`config.mk`:
```
export PLATFORM = sky130hd
export DESIGN_NAME = charger_setpoint_registers
export DESIGN_NICKNAME = d
export VERILOG_FILES = /design/src/setpoint_pkg.sv /design/src/charger_setpoint_registers.sv /design/src/code_clamp.sv
export SDC_FILE = /design/constraint.sdc
export NUM_CORES = 1
export LEC_CHECK = 0
export ABC_AREA = 1
export BUFFER_PORTS_ARGS = -buffer_cell sky130_fd_sc_hd__buf_4
export CORE_AREA = 8 8 95 97
export DETAILED_ROUTE_END_ITERATION = 8
export DIE_AREA = 0 0 103 105
export GPL_TIMING_DRIVEN = 0
export HOLD_SLACK_MARGIN = 0.1
export PLACE_DENSITY = 0.76
export SKIP_CTS_REPAIR_TIMING = 1
export SYNTH_ARGS = -nofsm -noshare
export SYNTH_HDL_FRONTEND = slang
export SYNTH_SLANG_ARGS = --single-unit
```
`constraint.sdc`:
```
create_clock -name clk_i -period 7.7 [get_ports clk_i]
set_input_delay 0.385 -clock clk_i [delete_from_list [all_inputs] [get_ports clk_i]]
set_output_delay 0.385 -clock clk_i [all_outputs]
set_load 0.02 [all_outputs]
```
`src/setpoint_pkg.sv`:
```
// Constants and types shared by the charger setpoint register bank
// Notes on behaviour
// - Current limit code sits in word 0xA bits 11:4
// - Current code 20 mA steps, clamped 5h..A0h
// - Current word 0x0320; reset and watchdog give 32h
// - Boost voltage code sits in word 0xC bits 12:6
// - Voltage code 80 mV steps, clamped 30h..78h
// - Voltage word 0x0FC0, code 3Fh, register reset only
// - System floor code sits in word 0xE bits 11:6
// - Floor word 0x0B00, code 2Ch, register reset restores it
// - Words little-endian: low byte at lower address
`default_nettype none
package setpoint_pkg;

  localparam int NUM_WORDS = 3;

  // Byte addresses of the low byte of each word; the high byte follows
  localparam logic [7:0] CUR_LO_ADDR   = 8'h0a;
  localparam logic [7:0] VOLT_LO_ADDR  = 8'h0c;
  localparam logic [7:0] FLOOR_LO_ADDR = 8'h0e;

  // Word indices into the per-word arrays
  localparam logic [1:0] CUR_IDX   = 2'h0;
  localparam logic [1:0] VOLT_IDX  = 2'h1;
  localparam logic [1:0] FLOOR_IDX = 2'h2;

  // Field positions and widths
  localparam int CUR_LSB   = 4;
  localparam int CUR_W     = 8;
  localparam int VOLT_LSB  = 6;
  localparam int VOLT_W    = 7;
  localparam int FLOOR_LSB = 6;
  localparam int FLOOR_W   = 6;

  // Writable-bit masks per word; everything else is reserved
  localparam logic [15:0] CUR_MASK   = 16'h0ff0;
  localparam logic [15:0] VOLT_MASK  = 16'h1fc0;
  localparam logic [15:0] FLOOR_MASK = 16'h0fc0;

  // Reset values
  localparam logic [15:0]        CUR_WORD_RST   = 16'h0320;
  localparam logic [15:0]        VOLT_WORD_RST  = 16'h0fc0;
  localparam logic [15:0]        FLOOR_WORD_RST = 16'h0b00;
  localparam logic [CUR_W-1:0]   CUR_CODE_RST   = 8'h32;
  localparam logic [VOLT_W-1:0]  VOLT_CODE_RST  = 7'h3f;
  localparam logic [FLOOR_W-1:0] FLOOR_CODE_RST = 6'h2c;

  // Clamp limits
  localparam logic [CUR_W-1:0]   CUR_MIN   = 8'h05;
  localparam logic [CUR_W-1:0]   CUR_MAX   = 8'ha0;
  localparam logic [VOLT_W-1:0]  VOLT_MIN  = 7'h30;
  localparam logic [VOLT_W-1:0]  VOLT_MAX  = 7'h78;
  localparam logic [FLOOR_W-1:0] FLOOR_MIN = 6'h20;
  localparam logic [FLOOR_W-1:0] FLOOR_MAX = 6'h30;

  // Step sizes, in mA and mV; code times step gives the setpoint
  localparam int CUR_STEP_MA   = 20;
  localparam int VOLT_STEP_MV  = 80;
  localparam int FLOOR_STEP_MV = 80;
  localparam int CUR_MA_W      = 12;
  localparam int VOLT_MV_W     = 14;
  localparam int FLOOR_MV_W    = 12;

  typedef enum logic [1:0] {
    SEL_NONE,
    SEL_LOW,
    SEL_HIGH
  } byte_sel_type;

endpackage : setpoint_pkg
`default_nettype wire

```
`src/charger_setpoint_registers.sv`:
```
// Boost current, boost voltage and system floor setpoint registers
`timescale 1ns/10ps
`default_nettype none
module charger_setpoint_registers
  import setpoint_pkg::*;
#(
  parameter int ADDR_W = 8
) (
  input  wire logic                  clk_i,
  input  wire logic                  rst_i,
  input  wire logic                  reg_reset_i,
  input  wire logic                  watchdog_expire_i,
  input  wire logic [ADDR_W-1:0]     addr_i,
  input  wire logic [7:0]            wdata_i,
  input  wire logic                  wr_i,
  input  wire logic                  rd_i,
  output logic      [7:0]            rdata_o,
  output logic      [CUR_W-1:0]      boost_current_code_o,
  output logic      [VOLT_W-1:0]     boost_voltage_code_o,
  output logic      [FLOOR_W-1:0]    system_floor_code_o,
  output logic      [CUR_MA_W-1:0]   boost_current_ma_o,
  output logic      [VOLT_MV_W-1:0]  boost_voltage_mv_o,
  output logic      [FLOOR_MV_W-1:0] system_floor_mv_o
);

  if (ADDR_W < 4) begin : g_bad_addr_w
    $error("charger_setpoint_registers: ADDR_W too small for the map");
  end

  typedef struct packed {
    logic [CUR_W-1:0]                cur_code;
    logic [VOLT_W-1:0]               volt_code;
    logic [FLOOR_W-1:0]              floor_code;
    logic [NUM_WORDS-1:0][7:0]       pend_lo;
    logic [NUM_WORDS-1:0]            pend_v;
    logic [7:0]                      rdata;
    logic [CUR_MA_W-1:0]             cur_ma;
    logic [VOLT_MV_W-1:0]            volt_mv;
    logic [FLOOR_MV_W-1:0]           floor_mv;
  } state_type;

  state_type state_r;
  state_type state_nxt;

  logic [NUM_WORDS-1:0][15:0] word_img;
  logic [NUM_WORDS-1:0][15:0] word_mask;
  logic [NUM_WORDS-1:0][7:0]  lo_addr;
  logic [NUM_WORDS-1:0]       hit_lo;
  logic [NUM_WORDS-1:0]       hit_hi;
  logic [NUM_WORDS-1:0][15:0] cand_word;
  logic [CUR_W-1:0]           cur_raw;
  logic [VOLT_W-1:0]          volt_raw;
  logic [FLOOR_W-1:0]         floor_raw;
  logic [CUR_W-1:0]           cur_clamped;
  logic [VOLT_W-1:0]          volt_clamped;
  logic [FLOOR_W-1:0]         floor_clamped;

  // Word images rebuilt from the codes; reserved positions are hard zero
  always_comb begin
    word_img[CUR_IDX]   = {4'h0, state_r.cur_code, 4'h0};
    word_img[VOLT_IDX]  = {3'h0, state_r.volt_code, 6'h00};
    word_img[FLOOR_IDX] = {4'h0, state_r.floor_code, 6'h00};
    word_mask[CUR_IDX]   = CUR_MASK;
    word_mask[VOLT_IDX]  = VOLT_MASK;
    word_mask[FLOOR_IDX] = FLOOR_MASK;
    lo_addr[CUR_IDX]     = CUR_LO_ADDR;
    lo_addr[VOLT_IDX]    = VOLT_LO_ADDR;
    lo_addr[FLOOR_IDX]   = FLOOR_LO_ADDR;
  end

  // Per-word decode and candidate word for a high-byte commit
  for (genvar k = 0; k < NUM_WORDS; k++) begin : g_word
    assign hit_lo[k] = (addr_i == ADDR_W'(lo_addr[k]));
    assign hit_hi[k] = (addr_i == ADDR_W'(lo_addr[k] | 8'h01));
    assign cand_word[k] = {wdata_i, state_r.pend_v[k] ? state_r.pend_lo[k] : word_img[k][7:0]}
                          & word_mask[k];
  end

  assign cur_raw   = cand_word[CUR_IDX][CUR_LSB +: CUR_W];
  assign volt_raw  = cand_word[VOLT_IDX][VOLT_LSB +: VOLT_W];
  assign floor_raw = cand_word[FLOOR_IDX][FLOOR_LSB +: FLOOR_W];

  code_clamp #(.W(CUR_W), .LO(CUR_MIN), .HI(CUR_MAX)) u_cur_clamp (
    .raw_i  (cur_raw),
    .code_o (cur_clamped)
  );

  code_clamp #(.W(VOLT_W), .LO(VOLT_MIN), .HI(VOLT_MAX)) u_volt_clamp (
    .raw_i  (volt_raw),
    .code_o (volt_clamped)
  );

  code_clamp #(.W(FLOOR_W), .LO(FLOOR_MIN), .HI(FLOOR_MAX)) u_floor_clamp (
    .raw_i  (floor_raw),
    .code_o (floor_clamped)
  );

  always_comb begin
    state_nxt = state_r;

    // Read answers next cycle with the value held before any same-cycle write
    if (rd_i) begin
      state_nxt.rdata = 8'h00;
      for (int k = 0; k < NUM_WORDS; k++) begin
        if (hit_lo[k]) begin
          state_nxt.rdata = word_img[k][7:0];
        end else if (hit_hi[k]) begin
          state_nxt.rdata = word_img[k][15:8];
        end
      end
    end

    // Low byte is staged so a straddling field is clamped as a whole
    if (wr_i) begin
      for (int k = 0; k < NUM_WORDS; k++) begin
        if (hit_lo[k]) begin
          state_nxt.pend_lo[k] = wdata_i & word_mask[k][7:0];
          state_nxt.pend_v[k]  = 1'b1;
        end else if (hit_hi[k]) begin
          state_nxt.pend_v[k]  = 1'b0;
        end
      end
      if (hit_hi[CUR_IDX]) begin
        state_nxt.cur_code = cur_clamped;
      end
      if (hit_hi[VOLT_IDX]) begin
        state_nxt.volt_code = volt_clamped;
      end
      if (hit_hi[FLOOR_IDX]) begin
        state_nxt.floor_code = floor_clamped;
      end
    end

    // Resets beat a write in the same cycle
    if (watchdog_expire_i) begin
      state_nxt.cur_code        = CUR_CODE_RST;
      state_nxt.pend_v[CUR_IDX] = 1'b0;
    end
    if (reg_reset_i) begin
      state_nxt.cur_code   = CUR_CODE_RST;
      state_nxt.volt_code  = VOLT_CODE_RST;
      state_nxt.floor_code = FLOOR_CODE_RST;
      state_nxt.pend_v     = '0;
    end

    state_nxt.cur_ma   = CUR_MA_W'(state_nxt.cur_code * CUR_STEP_MA);
    state_nxt.volt_mv  = VOLT_MV_W'(state_nxt.volt_code * VOLT_STEP_MV);
    state_nxt.floor_mv = FLOOR_MV_W'(state_nxt.floor_code * FLOOR_STEP_MV);
  end

  always_ff @(posedge clk_i) begin
    if (rst_i) begin
      state_r.cur_code   <= CUR_WORD_RST[CUR_LSB +: CUR_W];
      state_r.volt_code  <= VOLT_WORD_RST[VOLT_LSB +: VOLT_W];
      state_r.floor_code <= FLOOR_WORD_RST[FLOOR_LSB +: FLOOR_W];
      state_r.pend_lo    <= '0;
      state_r.pend_v     <= '0;
      state_r.rdata      <= 8'h00;
      state_r.cur_ma     <= CUR_MA_W'(CUR_CODE_RST * CUR_STEP_MA);
      state_r.volt_mv    <= VOLT_MV_W'(VOLT_CODE_RST * VOLT_STEP_MV);
      state_r.floor_mv   <= FLOOR_MV_W'(FLOOR_CODE_RST * FLOOR_STEP_MV);
    end else begin
      state_r <= state_nxt;
    end
  end

  assign rdata_o              = state_r.rdata;
  assign boost_current_code_o = state_r.cur_code;
  assign boost_voltage_code_o = state_r.volt_code;
  assign system_floor_code_o  = state_r.floor_code;
  assign boost_current_ma_o   = state_r.cur_ma;
  assign boost_voltage_mv_o   = state_r.volt_mv;
  assign system_floor_mv_o    = state_r.floor_mv;

endmodule : charger_setpoint_registers
`default_nettype wire

```
`src/code_clamp.sv`:
```
// Saturating limiter for one setpoint code
`timescale 1ns/10ps
`default_nettype none
module code_clamp #(
  parameter int           W  = 8,
  parameter logic [W-1:0] LO = '0,
  parameter logic [W-1:0] HI = '1
) (
  input  wire logic [W-1:0] raw_i,
  output logic      [W-1:0] code_o
);

  if (W < 1 || LO > HI) begin : g_bad_param
    $error("code_clamp: bad width or limits");
  end

  always_comb begin
    if (raw_i < LO) begin
      code_o = LO;
    end else if (raw_i > HI) begin
      code_o = HI;
    end else begin
      code_o = raw_i;
    end
  end

endmodule : code_clamp
`default_nettype wire

```
# Word level (Yosys, flattened, before mapping)
# Index checks and enable logic that the tools add are counted.
[totals] in_bits=22 reg_bits=78 out_inout_bits=67
[classes] muxes=30 mul=3 eq_ne=6 n_reduce_logical=11 order_cmp=6
[ops] cell="2-to-1 mux 8 bit" count=15
[ops] cell="== test 8 x 4 -> 1 bit, second input constant" count=6
[ops] cell="2-to-1 mux 48 bit" count=1
[ops] cell="2-to-1 mux 21 bit" count=1
[ops] cell="2-to-1 mux 7 bit" count=3
[ops] cell="2-to-1 mux 6 bit" count=3
[ops] cell="AND reduction 2 bit" count=6
[ops] cell="multiplier 7 x 3 -> 10 bit, second input constant" count=1
[ops] cell="multiplier 8 x 3 -> 10 bit, second input constant" count=1
[ops] cell="greater-than comparator 8 bit, second input constant" count=1
[ops] cell="less-than comparator 8 x 3 -> 1 bit, second input constant" count=1
[ops] cell="multiplier 6 x 3 -> 8 bit, second input constant" count=1
[ops] cell="greater-than comparator 7 bit, second input constant" count=1
[ops] cell="less-than comparator 7 x 6 -> 1 bit, second input constant" count=1
[ops] cell="greater-than comparator 6 bit, second input constant" count=1
[ops] cell="less-than comparator 6 bit, second input constant" count=1
[ops] cell="2-to-1 mux 1 bit" count=6
[ops] cell="nonzero test 2 bit" count=3
[ops] cell="2-to-1 mux 4 bit" count=1
[ops] cell="OR reduction 3 bit" count=1
[ops] cell="OR reduction 2 bit" count=1

# Longest topological paths before layout
[depth] depth_word=9 depth_mapped=22

# By module
# A second synthesis with hierarchy kept.
[unflattened] cells_unflattened=604 hier_area_um2=4234.1
[by_module_without_submodules] module="charger_setpoint_registers" area_each_um2=3910.0 seq_area_each_um2=1241.2 n_inst=1 cells_per_inst=535
[by_module_without_submodules] module="code_clamp (u_cur_clamp)" area_each_um2=162.7 seq_area_each_um2=0.0 n_inst=1 cells_per_inst=34
[by_module_without_submodules] module="code_clamp (u_volt_clamp)" area_each_um2=93.8 seq_area_each_um2=0.0 n_inst=1 cells_per_inst=20
[by_module_without_submodules] module="code_clamp (u_floor_clamp)" area_each_um2=67.6 seq_area_each_um2=0.0 n_inst=1 cells_per_inst=15

# Worst setup path before layout
# No wires, ideal clock.
[synth_path] path_kind="input to register" startpoint="input port addr_i[4]" endpoint="register state_r, in the netlist boost_voltage_mv_o[13]" required_ps=7627 n_path_buf=0 cell_stages=17 slack_ps=4809 arrival_time_ps=2818 cell_sequence="inv_1 nand2_2 nor2_4 nand2_2 inv_2 nand3_2 nor2_4 nand2_2 o22ai_1 nand2_1 ha_1 inv_1 fa_1 o31ai_1 and2_1 nor2_1 nor3_2"
[synth_lines] element="start, declared" line_no="charger_setpoint_registers.sv:13" text="input wire logic [ADDR_W-1:0] addr_i,"
[synth_lines] element="end signal, assigned" line_no="charger_setpoint_registers.sv:163" text="state_r <= state_nxt;"
[synth_lines] element="end, declared" line_no="charger_setpoint_registers.sv:42" text="state_type state_r;"

==> out/summary.json <==
{
  "logic_synthesis": {
    "mean_cell_area_of_the_mapped_netlist_um2": 7.59,
    "synth.ff_latch_count": 62,
    "synth_warnings": 0,
    "ys_seq_area_share_pct": 31.1,
    "synth_top_cell_by_area": "dfxtp_1",
    "post_synth_main_area_contributors": "dfxtp_1 31%, buf_4 13%, ha_1 8.8%, nand2_1 8.1%, inv_1 6.2%",
    "postSynth.topFlopCell": "dfxtp_1",
    "post_synth_inst_count": 526,
    "synth.cell_area_um2": 3990,
    "synth_enable_flop_cells": 0,
    "synth_async_sr_flop_share_pct": 0,
    "post-synth-top-area-fraction_pct": 31.1,
    "count_of_distinct_cell_types_in_the_synthesized_netlist": 47
  },
  "global_routing": {
    "global_route.usage.met2_pct": 32.7,
    "grt_util_met3_pct": 4.84,
    "grt_max_degree": 11,
    "met1_usage_in_global_routing_pct": 23.6,
    "via_count_of_the_first_global_routing_pass": 3635,
    "first_pass_grt_wire_length_mm": 17.0,
    "global_route.usage.total_pct": 19.9,
    "global_route_hottest_layer": "met2",
    "global_route.overflow_total": 0,
    "grt_antenna_before_repair": 0
  },
  "floorplan": {
    "initial_utilization_pct": 53.1,
    "core_region_area_um2": 7530,
    "die_w_um": 103,
    "placementRows": 32,
    "number_of_primary_i_o_pins": 89,
    "die_area_um2": 10800,
    "chipHeight_um": 105
  },
  "route": {
    "average_vias_per_placed_instance": 4.98,
    "routed_wirelength_mm": 10.4,
    "drtPass1Iterations": 5,
    "drt_iter0_drc": 137,
    "wl_per_cell_um": 14.3,
    "drc": 0,
    "via_count": 3634,
    "final_antenna_net_count": 0
  },
  "worst_setup_path": {
    "crit_path_cell_trace": "buf_2 > o21ai_0 > nand2_1 > nor3_1 > nand2_1 > o21ai_2 > inv_2 > nor2_1 > a21oi_1 > nor2_1 > ha_1 > ha_1 > inv_1 > fa_1 > o21ai_0 > nand2_1 > nand2_1 > nand2_4 > a21oi_1 > nor2_1",
    "critPathMaxStageDelay_ns": 0.39,
    "crit_type": "flip-flop to flip-flop",
    "worst-endpoint-arrival_ns": 3.42,
    "cp-start-kind": "flip-flop",
    "crit_path_top_delay_cell": "fa_1",
    "worstPathMaxFanout": 9,
    "required_ns": 7.93,
    "critPathMostFrequentCell": "nand2_1",
    "critical_path_end_type": "flip-flop"
  },
  "finish": {
    "finish.net_count": 675,
    "antenna_cells": 0,
    "nFillCells": 684,
    "fraction_of_layout_instances_using_a_drive_strength_above_1_pct": 32.4,
    "layout_common_cells": "143 x buf_4, 86 x nand2_1, 66 x inv_1, 62 x dfxtp_1, 35 x a21oi_1",
    "layout.cell_area.non_filler_um2": 4890,
    "layout_area_overhead_pct": 22.5,
    "leading_cell_type_in_the_layout_fill_and_taps_excluded": "buf_4"
  },
  "timing": {
    "post-route-min-period_ns": 3.19,
    "report.final.hold_viol_count": 0,
    "worst-slew-pin-transition_ns": 0.664,
    "final.period_utilization_pct": 41.4,
    "tns_ns": 0,
    "worst_slew_margin_rel_pct": 55.8,
    "final-setup-viol-count": 0,
    "rsz_0062_raised_after_global_routing": "false",
    "fmaxAchievable_mhz": 313,
    "hold-worst-slack_ns": 0.300,
    "final_max_slew_viol_count": 0,
    "finClkSkew_ns": 0.00596
  },
  "place": {
    "detailed_place.area_um2": 4730,
    "detailed_place_hpwl_mm": 8.12,
    "port_buffers": 76,
    "globalplace.congestion": 0.916
  },
  "power_and_ir_drop": {
    "p_clk_share_pct": 39.0,
    "power_mw": 0.643,
    "max-vdd-ir-drop_mv": 0.0713,
    "power.sequential.fraction_pct": 50.4,
    "leakage_nw": 2.37,
    "power.switching_mw": 0.171,
    "combinational_power_share_pct": 10.6,
    "fraction_of_power_spent_switching_nets_pct": 26.6,
    "cellPowerDensity_nw_per_um2": 131,
    "p_int_mw": 0.472
  },
  "clock_network": {
    "clk_root_buffer_cell": "clkbuf_8",
    "h-tree-depth": 3,
    "cts_tree": "done",
    "worst_setup_hold_path_clk_slew_ns": 0.07,
    "tritoncts.num_buffers": 9,
    "cts_num_sinks": 62,
    "insertion_delay_ns": 0.34,
    "cts.path.max_buffers": 2
  },
  "min_path": {
    "min-delay-path-class": "input pin to flip-flop"
  },
  "job": {
    "max_cap_violations": 0
  },
  "status": {
    "run_status": "finished, final reports clean"
  }
}
[worst max-delay path: cells and delay by family (launching register included)]
kind,cells,cell delay [ns]
simple gates,9,0.96
compound gates,5,0.84
fa+ha+maj,3,0.72
flops,1,0.30
buf+inv,3,0.26
[power by group through the flow]
stage	Clock (mW)	Sequential (mW)	Combinational [mW]
global route	0.270	0.324	0.0742
detailed placement	0	0.331	0.0672
CTS	0.254	0.324	0.0678
global placement	0	0.331	0.0664
finish	0.250	0.324	0.0684
floorplan	0	0.331	0.0428
[synthesized netlist by cell type, types with 2 or more instances]
master	count
xor2_1	3
clkbuf_1	5
buf_6	2
nand3_2	3
a21o_1	3
o211ai_1	3
fa_1	3
buf_4	67
dfxtp_1	62
nand4_1	11
o22ai_1	4
nor2_1	25
nor2_2	3
nor2_4	3
buf_2	3
nor3_1	6
nor3_2	3
clkinv_1	2
nand2_2	6
or2_1	2
o21ai_1	4
or2_2	4
nand4_2	2
inv_1	66
nand3_1	25
inv_2	5
a31oi_1	2
ha_1	28
a21oi_1	35
o21ai_0	26
xnor2_1	2
nor4_1	2
nand2_4	6
nand2_1	86
o21ai_2	2
[state kept, by name (all words and copies together) (netlist names)]
name / cells
state_r: 11
boost_current_code_o: 8
boost_current_ma_o: 8
boost_voltage_mv_o: 8
rdata_o: 8
boost_voltage_code_o: 7
system_floor_code_o: 6
system_floor_mv_o: 6
[per-stage QoR]
stage | utilization [%] | setup WS (ns) | std cells
after floorplan | - | 4.81 | 535
after global placement | 62.8 | 4.40 | 713
after detailed placement | 62.8 | 4.32 | 713
after CTS | 65.0 | 4.48 | 729
after global routing | 65.0 | 4.00 | 729
final | 65.0 | 4.51 | 729
[path summary, 6_finish.rpt]
path,start,to,slack (ns),depth (start not counted)
setup reg to reg,state_r[46],boost_current_ma_o[11],4.51,20
hold / removal,wdata_i[6],state_r[63],0.30,3
hold reg to reg,state_r[53],state_r[53],0.46,2
setup / recovery,state_r[46],boost_current_ma_o[11],4.51,20
[final cells by class]
type / count / area (um2) / area share (%)
Multi-Input combinational cell: 321 / 1940 / 39.7
Sequential cell: 62 / 1240 / 25.4
Timing Repair Buffer: 76 / 571 / 11.7
Buffer: 78 / 563 / 11.5
Inverter: 74 / 280 / 5.73
Clock buffer: 12 / 145 / 2.97
Tap cell: 102 / 128 / 2.61
Clock inverter: 4 / 22.5 / 0.460
[layer usage]
layer | part of all wire [%] | wire (um)
met2 | 47 | 4910
met1 | 42 | 4370
met4 | 2.2 | 229
met3 | 8.4 | 877
met5 | 0 | 0
[logic make-up (layout without fill, tap and decap cells)]
group | Yosys count | in the layout | share of synthesized area (%)
buffers and inverters | 152 | 244 | 21.1
AO/OA/AOI/OAI | 86 | 86 | 12.4
adder cells (fa/ha/maj) | 31 | 31 | 10.3
flip-flops | 62 | 62 | 31.1
AND/OR/NAND/NOR | 189 | 189 | 24.0
XOR/XNOR | 5 | 5 | 1.10
other | 1 | 10 | 0.0939
Power figures use the tool's default switching activity.
